--- src/verilog/splc_prio_enc.sv ---
module splc_prio_enc #(
  parameter int N = 8,
  parameter int W = 3
) (
  input wire logic [N-1:0] req, // Requests, index 0 is lowest vector address
  output logic any, // Some request present
  output logic [W-1:0] idx // Winning index
);
  always_comb begin
    any = 1'b0;
    idx = '0;
    // Lowest index (lowest address) wins
    for (int i = N - 1; i >= 0; i--) begin
      if (req[i]) begin
        any = 1'b1;
        idx = W'(i);
      end
    end
  end
endmodule : splc_prio_enc

--- config.mk ---
export PLATFORM = sky130hd
export DESIGN_NAME = splc_prio_enc
export DESIGN_NICKNAME = d
export VERILOG_FILES = /design/src/verilog/splc_prio_enc.sv
export SDC_FILE = /design/constraint.sdc
export NUM_CORES = 1
export LEC_CHECK = 0
export CORE_AREA = 3 3 40 42
export DETAILED_ROUTE_END_ITERATION = 12
export DIE_AREA = 0 0 43 45
export DONT_BUFFER_PORTS = 1
export PLACE_DENSITY = 0.3
export REMOVE_ABC_BUFFERS = 1
export SLEW_MARGIN = 20
export SYNTH_ARGS = -nofsm -noshare
export SYNTH_HDL_FRONTEND = slang
export SYNTH_SLANG_ARGS = --single-unit
export TNS_END_PERCENT = 1
--- constraint.sdc ---
create_clock -name vclk -period 0.9
set_input_delay 0.09 -clock vclk [all_inputs]
set_output_delay 0.09 -clock vclk [all_outputs]
set_load 0.03 [all_outputs]
== Yosys cells after proc, flatten, opt, wreduce, memory -nomap -nowiden ==
Index checks and enable logic that the tools add are counted.
Word-level totals
  output and inout port bits: 4
  input port bits: 8
  bits in registers: 0
  logic and storage cells: 16
Operators by class
  multiplexer cells: 16
Operators with widths (count)
  $mux W3: 8
  $mux W1: 8

== Depth between registers and ports, before layout ==
  depth in word-level cells: 8
  mapped depth: 3
  mapped depth without buffers: 3

== Worst setup path after synthesis ==
OpenSTA, ideal clock, no wires.
  path type: input port to output port
  start: input req[2]
  end: output idx[0]
  data arrival time: 1207 ps
  stages on the path: 1
  slack: -397 ps
  cell sequence: o41ai_1
Between the ends
  cells in the longest elaborated chain, start to end: 3
Ends and longest elaborated chain
  start: declaration: line 5  | input wire logic [N-1:0] req,
  $mux W3 (3 in series): line 14  | if (req[i]) begin
  end: declaration: line 7  | output logic [W-1:0] idx
Every way passes these cells.

== Worst setup path in the final report ==
  start: input req[5]
  end: output any
Between the ends
  cells in the longest elaborated chain, start to end: 6
Ends and longest elaborated chain
  $mux W1 (6 in series): line 14
  end: declaration: line 6  | output logic any,
Every way passes these cells.

==> metrics.md <==
| Metric | Value |
|---|---|
| DR vias | `120` |
| Setup Buffers After CTS | `0` |
| First-pass GRT wire length | `572 um` |
| Pre-Repair DR Iteration Count | `2` |
| # DRC | `0` |
| Yosys Warn Count | `0` |
| Startpoint Class | `primary input` |
| Vias in the first global route | `134` |
| Fraction of layout instances using a drive strength above 1 | `25.0%` |
| HP Start | `req[0]` |
| Worst-path maximum fanout | `3` |
| CP Class | `in -> out` |
| Post-cts resize count | `0` |
| Final setup margin | `0.0444 ns` |
| DIE WIDTH | `43 um` |
| Peak VDD IR | `slightly above 0.0001 V` |
| Register area | `0 um^2` |
| Crit. Startpoint | `req[5]` |
| Fillers | `around 150` |
| Power Total | `0.0455 mW` |
| Global route overflow | `0` |
| Largest net degree at the start of global routing | `5` |
| Initial antenna violation count | `0` |
| Cells after DPL | `31` |
| Max Fclk | `between 1000 and 1500 MHz` |
| Nets | `26` |
| Status | `completed` |
| IO Port Bufs | `0` |
| Worst path arrival time | `0.77 ns` |
| Tot GR Track Use | `3.98%` |
| Final setup fails | `0` |
| Syn Inst Count | `13` |
| Post-route cell area | `about 120 um^2` |
| Slew Limit Fails | `0` |
| Non-Filler Instances | `31` |
| Placement Rows | `13` |
| Clock buffer count in the final layout | `0` |
| Avg Vias per Cell | `~3.9` |
| Tmin final | `0.856 ns` |
| Cts hold-fix bufs | `0` |
| Setup WS pre-CTS | `0.0395 ns` |
| Post-Route WL | `368 um` |
| Layout area overhead | `51.6%` |
| Min Hold Slack | `0.367 ns` |
| Hold Crit Class | `in -> out` |
| Worst rel slew slack | `74.3%` |
| Worst path bufs/invs | `0` |
| DP Area | `121 um^2` |
| RSZ-0062 raised after global routing | `no` |
| Core area | `1280 um^2` |
| Synthesized area | `approximately 80 um^2` |
| Seq cells | `0` |
| Largest stage delay on the critical path | `roughly 0.38 ns` |
| Die height | `between 40 and 50 um` |
| Die area | `1940 um^2` |
| N_diodes | `0` |
| Syn Area/Cell | `6.16 um^2` |
| Avg WL per Cell | `approximately 12 um` |
| Final hold violation count | `0` |
| Initial Util | `6.23%` |
| Slowest-stage cell, CP | `nor4_1` |
| Routed Antenna Nets | `0` |
| Worst path cell trace | `nor4_1, nand2_1` |
| Crit. End Element | `primary output` |
| Measured slew at the worst slew-check pin | `0.382 ns` |
| Post-synthesis cell type count | `11` |
| P per Cell Area | `375 nW/um^2` |
| Starting DRC count in detailed routing | `3` |
| Seq/Total Area, Yosys | `0%` |
| Worst path required time | `0.81 ns` |
| Placer Congestion | `0.654` |
| Crit-path leading delay family | `simple AND/OR/NAND/NOR gates` |
| Io pins | `12` |
| P_leak | `0.0407 nW` |
| Tcrit/Tclk final | `95.1%` |
| Max_cap viols | `0` |
[where the power goes]
group	leakage (nW)	internal (mW)	switching, mW
sequential	0	0	0
clock	0	0	0
combinational	0.0407	0.0195	0.0260
total	0.0407	0.0195	0.0260
[layout make-up]
type / instances / area (um^2) / share of cell area, %
Inverter: 1 / 3.75 / 3.09
Multi-Input combinational cell: 12 / 76.3 / 62.9
Tap cell: 15 / 18.8 / 15.5
Timing Repair Buffer: 3 / 22.5 / 18.6
[synthesized netlist by cell type]
cell type | number | share of area (%)
o21ai_0 | 1 | 6.2
o41ai_1 | 1 | 11
o21bai_1 | 1 | 9.4
nor2b_1 | 2 | 16
nor4_1 | 1 | 7.8
a21oi_1 | 1 | 6.2
a211oi_1 | 1 | 9.4
inv_1 | 1 | 4.7
nor2_1 | 2 | 9.4
nand2_1 | 1 | 4.7
nor4_2 | 1 | 16
[layout by cell type, fill, tap and decap left out]
cell and instances:
buf_4 3, nor2_1 2, nor2b_1 2, o21ai_0 1
a211oi_1 1, inv_1 1, a21oi_1 1, o21bai_1 1
o41ai_1 1, nor4_1 1, nor4_2 1, nand2_1 1
[routing by layer]
metal | wire, um | vias up | GRT usage, %
met2 | 113 | 12 | 5.39
li1 | - | 56 | -
met3 | 44 | 0 | 0.398
met1 | 210 | 52 | 6.90
met5 | 0 | - | 0
met4 | 0 | 0 | 0
[final timing paths]
path | endpoint | depth (start not counted)
setup / recovery | any | 2
hold / removal | idx[1] | 2
[kinds of logic (layout without fill, tap and decap cells)]
kind of cell | Yosys count | count (layout) | share of synthesized area (%)
buffers and inverters | 1 | 4 | 4.68
AND/OR/NAND/NOR | 7 | 7 | 53.1
AO/OA/AOI/OAI | 5 | 5 | 42.2
[stage by stage]
step                      setup TNS, ns  utilization (%)
after floorplan                  -0.662                -
after global placement                0             9.44
after detailed placement              0             9.44
after CTS                             0             9.44
after global routing                  0             9.44
final                                 0             9.44
No activity file was read; power rests on OpenSTA's default activity.
